===== src/logic/cio_pkg.sv =====
// Purpose: constants and types for the contact io configuration store
// Assumes: single clock, settings written one item at a time
// Notes: item codes select which setting a write request targets
package cio_pkg;

  typedef enum logic [1:0] {
    CIO_LOCAL_MODE = 2'h0,
    CIO_DISCRETE_CONTACT_MODE = 2'h1,
    CIO_SERIAL_MODE = 2'h2
  } cio_mode_type;

  typedef enum logic [2:0] {
    CIO_IN_OFF = 3'h0,
    CIO_IN_RUN_STOP = 3'h1,
    CIO_IN_EXT_SWITCH_NORMALLY_OPEN = 3'h2,
    CIO_IN_EXT_SWITCH_NORMALLY_CLOSED = 3'h3,
    CIO_IN_REMOTE = 3'h4
  } cio_in_func_type;

  // output functions, codes 0..14
  localparam logic [3:0] CIO_OUT_OFF = 4'h0;
  localparam logic [3:0] CIO_OUT_RUN = 4'h1;
  localparam logic [3:0] CIO_OUT_REMOTE_STATE = 4'h2;
  localparam logic [3:0] CIO_OUT_ALARM_STATE = 4'h6;
  localparam logic [3:0] CIO_OUT_SELECTED_ALARM = 4'h7;
  localparam logic [3:0] CIO_OUT_FUNC_MAX = 4'hE;

  // item codes of a write request
  localparam logic [3:0] CIO_ITEM_MODE = 4'h0;
  localparam logic [3:0] CIO_ITEM_IN_FUNC = 4'h1;
  localparam logic [3:0] CIO_ITEM_IN_TYPE = 4'h2;
  localparam logic [3:0] CIO_ITEM_IN_DELAY = 4'h3;
  localparam logic [3:0] CIO_ITEM_IN_OFFDET = 4'h4;
  localparam logic [3:0] CIO_ITEM_OUT_FUNC = 4'h5;
  localparam logic [3:0] CIO_ITEM_OUT_POL = 4'h6;
  localparam logic [3:0] CIO_ITEM_OUT_ALARM = 4'h7;

  // reset values, type and polarity codes, delay and off-detect limits
  localparam logic [1:0] CIO_MODE_RESET = 2'h0;
  localparam logic [2:0] CIO_IN1_FUNC_RESET = 3'h1;
  localparam logic [2:0] CIO_IN2_FUNC_RESET = 3'h0;
  localparam logic CIO_TYPE_ALTERNATE = 1'h0;
  localparam logic CIO_TYPE_MOMENTARY = 1'h1;
  localparam logic CIO_POL_A = 1'h0;
  localparam logic CIO_POL_B = 1'h1;
  localparam logic [2:0] CIO_POL_RESET = 3'h4;
  localparam logic [11:0] CIO_OUT_FUNC_RESET = 12'h621;
  localparam logic [6:0] CIO_ALARM_RESET = 7'h01;
  localparam logic [8:0] CIO_DELAY_RESET = 9'h000;
  localparam logic [3:0] CIO_OFFDET_RESET = 4'h0;
  localparam logic [8:0] CIO_DELAY_MAX = 9'h12C;
  localparam logic [3:0] CIO_OFFDET_MAX = 4'hA;

endpackage : cio_pkg


===== src/logic/cio_out_drive.sv =====
// Purpose: drives one contact output from its status and polarity
// Assumes: status inputs are on clk_in
// Notes: polarity A closes on active, B opens on active
`timescale 1ns/10ps
module cio_out_drive
  import cio_pkg::*;
(
  input wire logic clk_in,
  input wire logic reset_n_in,
  input wire logic [3:0] func_in,
  input wire logic polarity_in,
  input wire logic [6:0] alarm_sel_in,
  input wire logic [14:0] status_in,
  input wire logic [6:0] alarm_active_in,
  output logic closed_out
);
  wire logic active;
  wire logic sel_match;
  wire logic raw;

  assign sel_match = (alarm_active_in == alarm_sel_in);
  assign active = (func_in == CIO_OUT_SELECTED_ALARM) ? sel_match :
    status_in[func_in];
  assign raw = (func_in == CIO_OUT_OFF) ? 1'b0 : active;

  // output off leaves contact open whatever the polarity
  always_ff @(posedge clk_in or negedge reset_n_in) begin
    if (!reset_n_in) begin
      closed_out <= 1'b0;
    end else begin
      closed_out <= (func_in == CIO_OUT_OFF) ? 1'b0 :
        (raw ^ polarity_in);
    end
  end
endmodule : cio_out_drive


===== src/logic/cio_config_store.sv =====
// Purpose: holds and checks contact io settings, drives contact outputs
// Assumes: contact pins are asynchronous, write requests are on clk_in
// Notes: a refused write leaves every setting unchanged
`timescale 1ns/10ps
module cio_config_store
  import cio_pkg::*;
(
  input wire logic clk_in,
  input wire logic reset_n_in,
  input wire logic wr_in,
  input wire logic [3:0] wr_item_in,
  input wire logic [1:0] wr_index_in,
  input wire logic [8:0] wr_value_in,
  input wire logic serial_protocol2_in,
  input wire logic [1:0] contact_in,
  input wire logic [14:0] status_in,
  input wire logic [6:0] alarm_active_in,
  output logic wr_done_out,
  output logic wr_refused_out,
  output logic [1:0] mode_out,
  output logic [2:0] in1_func_out,
  output logic [2:0] in2_func_out,
  output logic [1:0] in_type_out,
  output logic [1:0] in_type_shown_out,
  output logic [1:0] timers_shown_out,
  output logic [17:0] in_delay_out,
  output logic [7:0] in_offdet_out,
  output logic [11:0] out_func_out,
  output logic [2:0] out_pol_out,
  output logic [20:0] out_alarm_out,
  output logic [2:0] out_alarm_shown_out,
  output logic run_request_out,
  output logic [1:0] contact_state_out,
  output logic [2:0] contact_closed_out
);

  function automatic logic is_switch(input logic [2:0] f);
    is_switch = (f == CIO_IN_EXT_SWITCH_NORMALLY_OPEN) ||
      (f == CIO_IN_EXT_SWITCH_NORMALLY_CLOSED);
  endfunction : is_switch

  cio_mode_type mode;
  logic [2:0] in_func [2];
  logic [1:0] in_type;
  logic [8:0] in_delay [2];
  logic [3:0] in_offdet [2];
  logic [3:0] out_func [3];
  logic [2:0] out_pol;
  logic [6:0] out_alarm [3];
  logic [1:0] sync1;
  logic [1:0] sync2;

  wire logic idx0;
  wire logic [1:0] idx;
  wire logic [2:0] new_func;
  wire logic [2:0] cur_func;
  wire logic ok_mode;
  wire logic ok_in_func;
  wire logic ok_type;
  wire logic ok_timer;
  wire logic ok_out;
  wire logic ok_index;
  logic ok;
  wire logic run_level;

  assign idx = wr_index_in;
  assign idx0 = wr_index_in[0];
  assign new_func = wr_value_in[2:0];
  assign cur_func = in_func[idx0];
  assign ok_index = (wr_item_in <= CIO_ITEM_IN_OFFDET) ?
    (idx <= 2'h1) : (idx <= 2'h2);

  assign ok_mode = (wr_value_in[8:2] == 7'h00) &&
    ((wr_value_in[1:0] == CIO_LOCAL_MODE) ||
    ((wr_value_in[1:0] == CIO_DISCRETE_CONTACT_MODE) &&
     !is_switch(in_func[0])) ||
    ((wr_value_in[1:0] == CIO_SERIAL_MODE) &&
     !(serial_protocol2_in && (is_switch(in_func[0]) ||
       in_func[1] == CIO_IN_REMOTE))));

  assign ok_in_func = (wr_value_in <= 9'h004) &&
    !(idx0 == 1'b0 && new_func == CIO_IN_REMOTE) &&
    !(idx0 == 1'b0 && is_switch(new_func) &&
      mode == CIO_DISCRETE_CONTACT_MODE) &&
    !(idx0 == 1'b0 && is_switch(new_func) &&
      mode == CIO_SERIAL_MODE && serial_protocol2_in) &&
    !(idx0 == 1'b1 && new_func == CIO_IN_REMOTE &&
      serial_protocol2_in) &&
    !(in_type[idx0] == CIO_TYPE_MOMENTARY &&
      new_func != CIO_IN_RUN_STOP && new_func != CIO_IN_REMOTE);

  assign ok_type = (cur_func != CIO_IN_OFF) &&
    (wr_value_in <= 9'h001) &&
    (wr_value_in[0] == CIO_TYPE_ALTERNATE ||
     cur_func == CIO_IN_RUN_STOP ||
     (idx0 == 1'b1 && cur_func == CIO_IN_REMOTE));

  assign ok_timer = is_switch(cur_func) &&
    ((wr_item_in == CIO_ITEM_IN_DELAY) ? (wr_value_in <= CIO_DELAY_MAX) :
     (wr_value_in <= {5'h00, CIO_OFFDET_MAX}));

  assign ok_out = (wr_item_in == CIO_ITEM_OUT_FUNC) ?
    (wr_value_in <= {5'h00, CIO_OUT_FUNC_MAX}) :
    (wr_item_in == CIO_ITEM_OUT_POL) ? (wr_value_in <= 9'h001) :
    (out_func[idx] == CIO_OUT_SELECTED_ALARM) &&
    (wr_value_in <= 9'h07F);

  always_comb begin
    ok = 1'b0;
    case (wr_item_in)
      CIO_ITEM_MODE: ok = ok_mode;
      CIO_ITEM_IN_FUNC: ok = ok_index && ok_in_func;
      CIO_ITEM_IN_TYPE: ok = ok_index && ok_type;
      CIO_ITEM_IN_DELAY, CIO_ITEM_IN_OFFDET: ok = ok_index && ok_timer;
      CIO_ITEM_OUT_FUNC, CIO_ITEM_OUT_POL, CIO_ITEM_OUT_ALARM:
        ok = ok_index && ok_out;
      default: ok = 1'b0;
    endcase
  end

  always_ff @(posedge clk_in or negedge reset_n_in) begin
    if (!reset_n_in) begin
      mode <= CIO_LOCAL_MODE;
      in_func[0] <= CIO_IN1_FUNC_RESET;
      in_func[1] <= CIO_IN2_FUNC_RESET;
      in_type <= {2{CIO_TYPE_ALTERNATE}};
      for (int i = 0; i < 2; i++) begin
        in_delay[i] <= CIO_DELAY_RESET;
        in_offdet[i] <= CIO_OFFDET_RESET;
      end
      for (int i = 0; i < 3; i++) begin
        out_func[i] <= CIO_OUT_FUNC_RESET[4*i +: 4];
        out_alarm[i] <= CIO_ALARM_RESET;
      end
      out_pol <= CIO_POL_RESET;
      wr_done_out <= 1'b0;
      wr_refused_out <= 1'b0;
    end else begin
      wr_done_out <= wr_in && ok;
      wr_refused_out <= wr_in && !ok;
      if (wr_in && ok) begin
        case (wr_item_in)
          CIO_ITEM_MODE: mode <= cio_mode_type'(wr_value_in[1:0]);
          CIO_ITEM_IN_FUNC: in_func[idx0] <= new_func;
          CIO_ITEM_IN_TYPE: in_type[idx0] <= wr_value_in[0];
          CIO_ITEM_IN_DELAY: in_delay[idx0] <= wr_value_in;
          CIO_ITEM_IN_OFFDET: in_offdet[idx0] <= wr_value_in[3:0];
          CIO_ITEM_OUT_FUNC: out_func[idx] <= wr_value_in[3:0];
          CIO_ITEM_OUT_POL: out_pol[idx] <= wr_value_in[0];
          CIO_ITEM_OUT_ALARM: out_alarm[idx] <= wr_value_in[6:0];
          default: mode <= mode;
        endcase
      end
    end
  end

  // contact pins through two flops
  always_ff @(posedge clk_in or negedge reset_n_in) begin
    if (!reset_n_in) begin
      sync1 <= 2'h0;
      sync2 <= 2'h0;
    end else begin
      sync1 <= contact_in;
      sync2 <= sync1;
    end
  end

  // run level comes from any input set to run/stop, alternate or momentary type alike
  assign run_level = (in_func[0] == CIO_IN_RUN_STOP && sync2[0]) ||
    (in_func[1] == CIO_IN_RUN_STOP && sync2[1]);

  always_ff @(posedge clk_in or negedge reset_n_in) begin
    if (!reset_n_in) begin
      run_request_out <= 1'b0;
      contact_state_out <= 2'h0;
    end else begin
      contact_state_out <= sync2;
      // no edge needed: a held run input starts once mode is discrete
      run_request_out <= (mode == CIO_DISCRETE_CONTACT_MODE) &&
        run_level;
    end
  end

  always_ff @(posedge clk_in or negedge reset_n_in) begin
    if (!reset_n_in) begin
      mode_out <= CIO_MODE_RESET;
      in1_func_out <= CIO_IN1_FUNC_RESET;
      in2_func_out <= CIO_IN2_FUNC_RESET;
      in_type_out <= 2'h0;
      in_type_shown_out <= 2'h1;
      timers_shown_out <= 2'h0;
      in_delay_out <= 18'h00000;
      in_offdet_out <= 8'h00;
      out_func_out <= CIO_OUT_FUNC_RESET;
      out_pol_out <= CIO_POL_RESET;
      out_alarm_out <= {3{CIO_ALARM_RESET}};
      out_alarm_shown_out <= 3'h0;
    end else begin
      mode_out <= mode;
      in1_func_out <= in_func[0];
      in2_func_out <= in_func[1];
      in_type_out <= in_type;
      in_type_shown_out <= {in_func[1] != CIO_IN_OFF,
        in_func[0] != CIO_IN_OFF};
      timers_shown_out <= {is_switch(in_func[1]),
        is_switch(in_func[0])};
      in_delay_out <= {in_delay[1], in_delay[0]};
      in_offdet_out <= {in_offdet[1], in_offdet[0]};
      out_func_out <= {out_func[2], out_func[1], out_func[0]};
      out_pol_out <= out_pol;
      out_alarm_out <= {out_alarm[2], out_alarm[1], out_alarm[0]};
      out_alarm_shown_out <= {out_func[2] == CIO_OUT_SELECTED_ALARM,
        out_func[1] == CIO_OUT_SELECTED_ALARM,
        out_func[0] == CIO_OUT_SELECTED_ALARM};
    end
  end

  for (genvar g = 0; g < 3; g++) begin : gen_out
    cio_out_drive u_drive (
      .clk_in(clk_in),
      .reset_n_in(reset_n_in),
      .func_in(out_func[g]),
      .polarity_in(out_pol[g]),
      .alarm_sel_in(out_alarm[g]),
      .status_in(status_in),
      .alarm_active_in(alarm_active_in),
      .closed_out(contact_closed_out[g])
    );
  end

endmodule : cio_config_store


===== config.mk =====
export PLATFORM = sky130hd
export DESIGN_NAME = cio_config_store
export DESIGN_NICKNAME = d
export VERILOG_FILES = /design/src/logic/cio_pkg.sv /design/src/logic/cio_out_drive.sv /design/src/logic/cio_config_store.sv
export SDC_FILE = /design/constraint.sdc
export NUM_CORES = 1
export LEC_CHECK = 0
export BUFFER_PORTS_ARGS = -buffer_cell sky130_fd_sc_hd__buf_2
export CAP_MARGIN = 5
export CORE_ASPECT_RATIO = 1.25
export CORE_UTILIZATION = 55
export DETAILED_ROUTE_END_ITERATION = 10
export PLACE_DENSITY = 0.8
export SYNTH_ARGS = -nofsm -noshare
export SYNTH_HDL_FRONTEND = slang
export SYNTH_SLANG_ARGS = --single-unit

===== constraint.sdc =====
create_clock -name clk_in -period 3.85 [get_ports clk_in]
set_clock_uncertainty 0.1 [all_clocks]
set_input_delay 0.9625 -clock clk_in [delete_from_list [all_inputs] [get_ports clk_in]]
set_output_delay 0.9625 -clock clk_in [all_outputs]
set_load 0.01 [all_outputs]

Word level (Yosys, flattened, before mapping)
Index checks and enable logic that the tools add are counted.

storage, ports and cells
  logic and storage cells = 219
  flip-flop bits (word level) = 163
  output and inout bits = 87

operators by class
  mux-type cells = 49
  reduce and logical (&&, ||, !) cells = 73
  magnitude comparators = 20
  equality and inequality tests = 34
  bitwise gates (word level) = 7

operators by type and width
  operator                                                                number
  1-bit logical AND                                                       36
  4-bit by 3-bit == test with 1-bit output (second input constant)        8
  3-bit by 2-bit == test with 1-bit output (second input constant)        8
  21-bit bitwise mux                                                      1
  7-bit == test                                                           3
  1-bit 2-to-1 mux                                                        20
  18-bit bitwise mux                                                      1
  9-bit by 4-bit <= comparator with 1-bit output (second input constant)  2
  4-bit zero test                                                         4
  4-bit 2-to-1 mux                                                        4
  2-bit AND reduction                                                     8
  4-bit by 5-bit < comparator with 1-bit output (second input constant)   3
  7-bit demux with 2-bit select                                           1
  1-bit binary-select mux with 4-bit select                               3
  12-bit bitwise mux                                                      1
  3-bit 2-to-1 mux                                                        4
  1-bit logical OR                                                        10
  9-bit demux with 1-bit select                                           1
  3-bit by 1-bit == test with 1-bit output (second input constant)        3
  3-bit == test (second input constant)                                   3
  9-bit by 1-bit <= comparator with 1-bit output (second input constant)  1
  9-bit by 3-bit <= comparator with 1-bit output (second input constant)  1
  9-bit by 7-bit <= comparator with 1-bit output (second input constant)  1
  9-bit <= comparator (second input constant)                             1
  40 further kinds                                                        55

Depth between registers and ports, before layout
  depth after elaboration = 13
  mapped depth = 8

Hierarchy
From an unflattened synthesis, not the netlist that was laid out.

unflattened totals
  cell total of the unflattened synthesis = 547
  area, all modules = 6962.9 µm²

by module, submodules not included
  module            times used  area an instance (µm²)  cells an instance
  cio_config_store  1           6110.9                  457
  cio_out_drive     3           284.0                   30

Worst setup path after synthesis
No wires, ideal clock.

  kind = input to register
  from = input wr_index_in[0]
  to = register in_func[0] (netlist bit)
  required time = 3.625 ns
  arrival = 2.865 ns
  buffers on the path = 2
  setup slack = 0.760 ns
  stages = 8
  cell sequence = buf_2 or4b_1 o311a_1 nor4_1 a221o_2 buf_6 o2111ai_2 mux2_2

between the ends
  longest elaborated chain between the ends = 12
  elaborated cells on any way between the ends = 62
  classes of those cells = 4 x order compare; 5 x eq/ne; 15 x mux; 3 x bitwise; 35 x reduce/logical

ends and longest elaborated chain
  what                                                                               line                                                                       source
  from (decl)                                                                        cio_config_store.sv:12                                                     input wire logic [1:0] wr_index_in,
  2-bit NOT with 3-bit output (implied by the code), or another cell as far along    cio_config_store.sv:105                                                    (out_func[idx] == CIO_OUT_SELECTED_ALARM) &&
  4-bit binary-select mux with 2-bit select, or another cell as far along            cio_config_store.sv:105
  4-bit 2-to-1 mux (implied by the code), or another cell as far along (2 in a row)  cio_config_store.sv:105
  4-bit by 3-bit == test with 1-bit output, or another cell as far along             cio_config_store.sv:105
  1-bit logical AND, or another cell as far along                                    cio_config_store.sv:105
  1-bit 2-to-1 mux, or another cell as far along                                     cio_config_store.sv:104                                                    (wr_item_in == CIO_ITEM_OUT_POL) ? (wr_value_in <= 9'h001) :
  1-bit 2-to-1 mux, or another cell as far along                                     cio_config_store.sv:102                                                    assign ok_out = (wr_item_in == CIO_ITEM_OUT_FUNC) ?
  1-bit logical AND (on tied branches)                                               cio_config_store.sv:116, cio_config_store.sv:112, cio_config_store.sv:113
  1-bit case mux with 5 select lines                                                 cio_config_store.sv:110                                                    case (wr_item_in)
  1-bit logical AND                                                                  cio_config_store.sv:141                                                    if (wr_in && ok) begin
  2-bit AND reduction (no source line)                                               --
  to (signal, indexed assignment)                                                    cio_config_store.sv:144                                                    CIO_ITEM_IN_FUNC: in_func[idx0] <= new_func;
  to (decl)                                                                          cio_config_store.sv:43                                                     logic [2:0] in_func [2];

Several ways; a longest one is shown, not always the timed one. The select of a mux whose other input is x is not followed.
A chain may end at the register's enable or synchronous reset.

Worst setup path after layout
  from = input wr_index_in[0]
  to = register in_delay[13] (netlist bit)

between the ends
  longest elaborated chain between the ends = 12
  elaborated cells on any way between the ends = 62
  classes of those cells = 4 x order compare; 5 x eq/ne; 15 x mux; 3 x bitwise; 35 x reduce/logical

ends and longest elaborated chain
  what                                                                               line                                                                       source
  2-bit NOT with 3-bit output (implied by the code), or another cell as far along    cio_config_store.sv:105
  4-bit binary-select mux with 2-bit select, or another cell as far along            cio_config_store.sv:105
  4-bit 2-to-1 mux (implied by the code), or another cell as far along (2 in a row)  cio_config_store.sv:105
  4-bit by 3-bit == test with 1-bit output, or another cell as far along             cio_config_store.sv:105
  1-bit logical AND, or another cell as far along                                    cio_config_store.sv:105
  1-bit 2-to-1 mux, or another cell as far along                                     cio_config_store.sv:104
  1-bit 2-to-1 mux, or another cell as far along                                     cio_config_store.sv:102
  1-bit logical AND (on tied branches)                                               cio_config_store.sv:116, cio_config_store.sv:112, cio_config_store.sv:113
  1-bit case mux with 5 select lines                                                 cio_config_store.sv:110
  1-bit logical AND                                                                  cio_config_store.sv:141
  2-bit AND reduction (no source line)                                               --
  to (signal, indexed assignment)                                                    cio_config_store.sv:146                                                    CIO_ITEM_IN_DELAY: in_delay[idx0] <= wr_value_in;
  to (decl)                                                                          cio_config_store.sv:45                                                     logic [8:0] in_delay [2];

Several ways; a longest one is shown, not always the timed one. The select of a mux whose other input is x is not followed.

==> summary.md <==
| Metric | Value |
|---|---|
| Synth Area in Compound Gates | `0.0650` |
| Area delta synth->final | `20.4%` |
| Status | `completed` |
| CTS tree | `yes` |
| Core outline area | `11,600 sq um` |
| DRT iter0 DRCs | `205` |
| Post-route ant nets | `0` |
| Ys async rst share | `1.00` |
| Avg Inst Size Synth | `15.3 sq um` |
| DRT Pass-1 Iters | `4` |
| Die area | `12,200 sq um` |
| VDD IR max | `0.000303 V` |
| Worst path top cell family by delay | `simple AND/OR/NAND/NOR gates` |
| Clock sinks | `163` |
| Fillcell total | `830` |
| Largest family of logic cells by synthesized area | `multiplexers` |
| Clock Tree Root | `clkbuf_16` |
| Maxcap violations | `0` |
| Setup Viol. Count Final | `0` |
| NetSw | `825 uW` |
| Most common flop cell mapped by yosys | `dfrtp_1` |
| Vias in the first global route | `4,036` |
| # hold bufs at CTS | `0` |
| Slew headroom | `0.398` |
| Nets | `596` |
| Setup bufs post-CTS | `0` |
| Post-cts sizing count | `0` |
| Slew @ Worst Pin | `900 ps` |
| Total number of vias | `4,012` |
| Buf+Inv Stages, Crit Path | `1` |
| Post-synthesis xor/xnor area fraction | `0.0337` |
| Clk buf depth | `2` |
| Fin crit period | `3270 ps` |
| Crit-path max cell delay | `570 ps` |
| Fmax achieved | `306 MHz` |
| Hold crit path type | `reg2reg` |
| First-pass GRT wire length | `21.3 mm` |
| Sequential share of power | `0.497` |
| Num CTS Buffers | `17` |
| P_int | `2.67 mW` |
| Slew Viols, Final | `0` |
| Sum Neg Setup Slack | `0 ps` |
| Cell Pwr Density | `447 nW/um^2` |
| Crit Path Category | `in2reg` |
| Fin crit share | `0.849` |
| HP Start | `sync1[1]` |
| Seq/Total Area, Yosys | `0.632` |
| Hold depth | `0` |
| Crit end category | `register` |
| Antenna violations before repair | `1` |
| R2R depth | `6` |
| RD Place Congestion | `0.869` |
| GR Overflow Total | `0` |
| RSZ-0062 raised after global routing | `false` |
| Warnings, synthesis | `0` |
| DRC viols | `0` |
| Fraction of the mapped netlist area in adder cells | `0` |
| Share of cells above drive strength 1 | `0.500` |
| Clock group share of total power | `0.455` |
| Critical Path Source Type | `input pin` |
| Row count | `44` |
| Port bufs | `129` |
| Via density per instance | `5.69` |
| Reg2reg start | `in_func[3]` |
| Die Wd | `99.2 microns` |
| Comb power frac | `0.048` |
| Reg clk slew, reported paths | `70 ps` |
| Clock latency on the worst-skew pair | `420 ps` |
| Worst-path cell chain | `buf_2 > or4b_1 > o311a_1 > nor4_1 > a221o_2 > o2111ai_4 > mux2_2` |
| Overall power consumption | `3.49 mW` |
| Final WL | `13.3 mm` |
| Worst path slowest cell | `or4b_1` |
| Crit path DAT | `3480 ps` |
| H-tree depth | `4` |
| CP Data Required Time | `4060 ps` |
| Flops & latches, synth | `163` |
| Crit path max fanout | `18` |
| DP HPWL | `9.21 mm` |
| Hold Vio Cnt, Final | `0` |
| Switching share of power | `0.236` |
| Syn Std Cell Area | `6490 sq um` |
| Die H | `123 microns` |
| Simple-Gate Fraction of Synth Area | `0.0731` |
| All-Layer GR Usage | `0.232` |
| R2r setup slk | `940 ps` |
| Starting Density | `0.561` |
| Average wire per standard cell | `18.9 microns` |
| Post-synth EDFFs | `0` |
| Pin count of the biggest net entering global routing | `77` |
| Reg2reg end | `in_delay[13]` |
| Syn Nets | `468` |
| Mux cell area share after synthesis | `0.177` |
| Worst-case hold path end point | `sync2[1]` |
| Leak pwr | `3.99 nW` |
| Top Ports | `130` |
| Post-synthesis cell count | `425` |
| Library cells used by synthesis | `54` |
==> per-layer routing <==
layer / wire length [microns] / GRT usage / up-vias
met5: 0 / 0 / -
met4: 389 / 0.109 / 0
met3: 576 / 0.0464 / 32
met2: 6970 / 0.401 / 123
met1: 5370 / 0.283 / 2042
li1: - / - / 1815
==> worst max path at each step <==
stage / cells after the start / start / slack, ps / endpoint
CTS: 7 / wr_index_in[0] / 650 / in_delay[13]
global route: 7 / wr_value_in[8] / 500 / out_func[0]
global placement: 7 / wr_index_in[0] / 220 / in_delay[15]
detailed placement: 7 / wr_index_in[0] / 210 / in_delay[13]
floorplan: 8 / wr_index_in[0] / 760 / in_func[0]
finish: 7 / wr_index_in[0] / 580 / in_delay[13]
==> through the flow <==
step / setup slack, ps / hold slack (ps) / utilization / area (sq um) / cells
after floorplan: 760 / 231 / - / 6490 / 425
after global placement: 223 / 234 / 0.626 / 7230 / 672
after detailed placement: 211 / 235 / 0.626 / 7230 / 672
after CTS: 646 / 249 / 0.676 / 7810 / 704
after global routing: 505 / 264 / 0.676 / 7820 / 705
final: 581 / 249 / 0.676 / 7820 / 705
==> state kept, by name, indices dropped and copies added, names as in the netlist, 6 cells and up <==
name           cells
in_func            6
in_delay_out      18
out_alarm_out     21
out_func_out      12
out_func          12
out_alarm         21
in_offdet_out      8
in_offdet          8
in_delay          18
==> cells by family (layout without fill, tap and decap cells) <==
kind of cell / count (synthesis) / after routing
flops: 163 / 163
xor+xnor: 25 / 25
other cells: 0 / 1
mux: 91 / 91
simple gates: 76 / 76
compound gates: 45 / 45
buf+inv: 25 / 166
==> synth_stat cells (all sizes together) (3+ instances only) <==
library cell | instances | share of area
and2 | 4 | 0.0039
o21ai | 7 | 0.0054
o211ai | 7 | 0.010
mux4 | 12 | 0.042
nor3 | 5 | 0.0046
buf | 7 | 0.0085
nand3 | 3 | 0.0023
nor2b | 5 | 0.0048
mux2 | 71 | 0.12
nor4 | 10 | 0.011
xor2 | 12 | 0.016
nand2b | 4 | 0.0039
clkbuf | 16 | 0.0094
dfrtp | 144 | 0.56
o2111ai | 10 | 0.024
nand4 | 3 | 0.0029
dfstp | 19 | 0.077
mux2i | 8 | 0.012
nor2 | 12 | 0.0069
a21oi | 5 | 0.0039
nand2 | 8 | 0.0046
xnor2 | 13 | 0.018
a211oi | 3 | 0.0035
nand3b | 5 | 0.0058
and4b | 3 | 0.0046
==> final cells by class <==
type	count	area, sq um	area share
Antenna cell	1	2.50	0.000320
Multi-Input combinational cell	237	2260	0.290
Timing Repair Buffer	132	687	0.0879
Clock inverter	13	125	0.0160
Inverter	2	7.51	0.000961
Tap cell	138	173	0.0221
Sequential cell	163	4100	0.525
Clock buffer	19	453	0.0580
==> power by group through the flow <==
stage / registers, mW / logic [mW] / clock network (mW)
final: 1.73 / 0.167 / 1.59
after global routing: 1.73 / 0.185 / 1.69
after CTS: 1.73 / 0.169 / 1.61
after detailed placement: 1.76 / 0.168 / 0
after global placement: 1.76 / 0.164 / 0
after floorplan: 1.77 / 0.0688 / 0
==> layout by cell type, fill, tap and decap left out, types with 3 or more instances in the layout <==
| master | count |
|---|---|
| nor3_1 | 4 |
| dfrtp_1 | 144 |
| mux2_2 | 71 |
| a21oi_1 | 5 |
| xor2_1 | 12 |
| nor4_1 | 9 |
| o2111ai_1 | 3 |
| nand3_1 | 3 |
| mux2i_1 | 8 |
| nand3b_1 | 5 |
| a211oi_1 | 3 |
| nor2_1 | 12 |
| xnor2_1 | 13 |
| nand2_1 | 8 |
| o21ai_0 | 7 |
| buf_2 | 128 |
| and4b_1 | 3 |
| clkinv_4 | 5 |
| nor2b_1 | 5 |
| o2111ai_2 | 5 |
| mux4_2 | 12 |
| nand2b_1 | 4 |
| nand4_1 | 3 |
| dfstp_2 | 19 |
| o211ai_2 | 3 |
| o211ai_1 | 4 |
| clkbuf_16 | 17 |
| and2_1 | 4 |
Power figures use the tool's default switching activity.
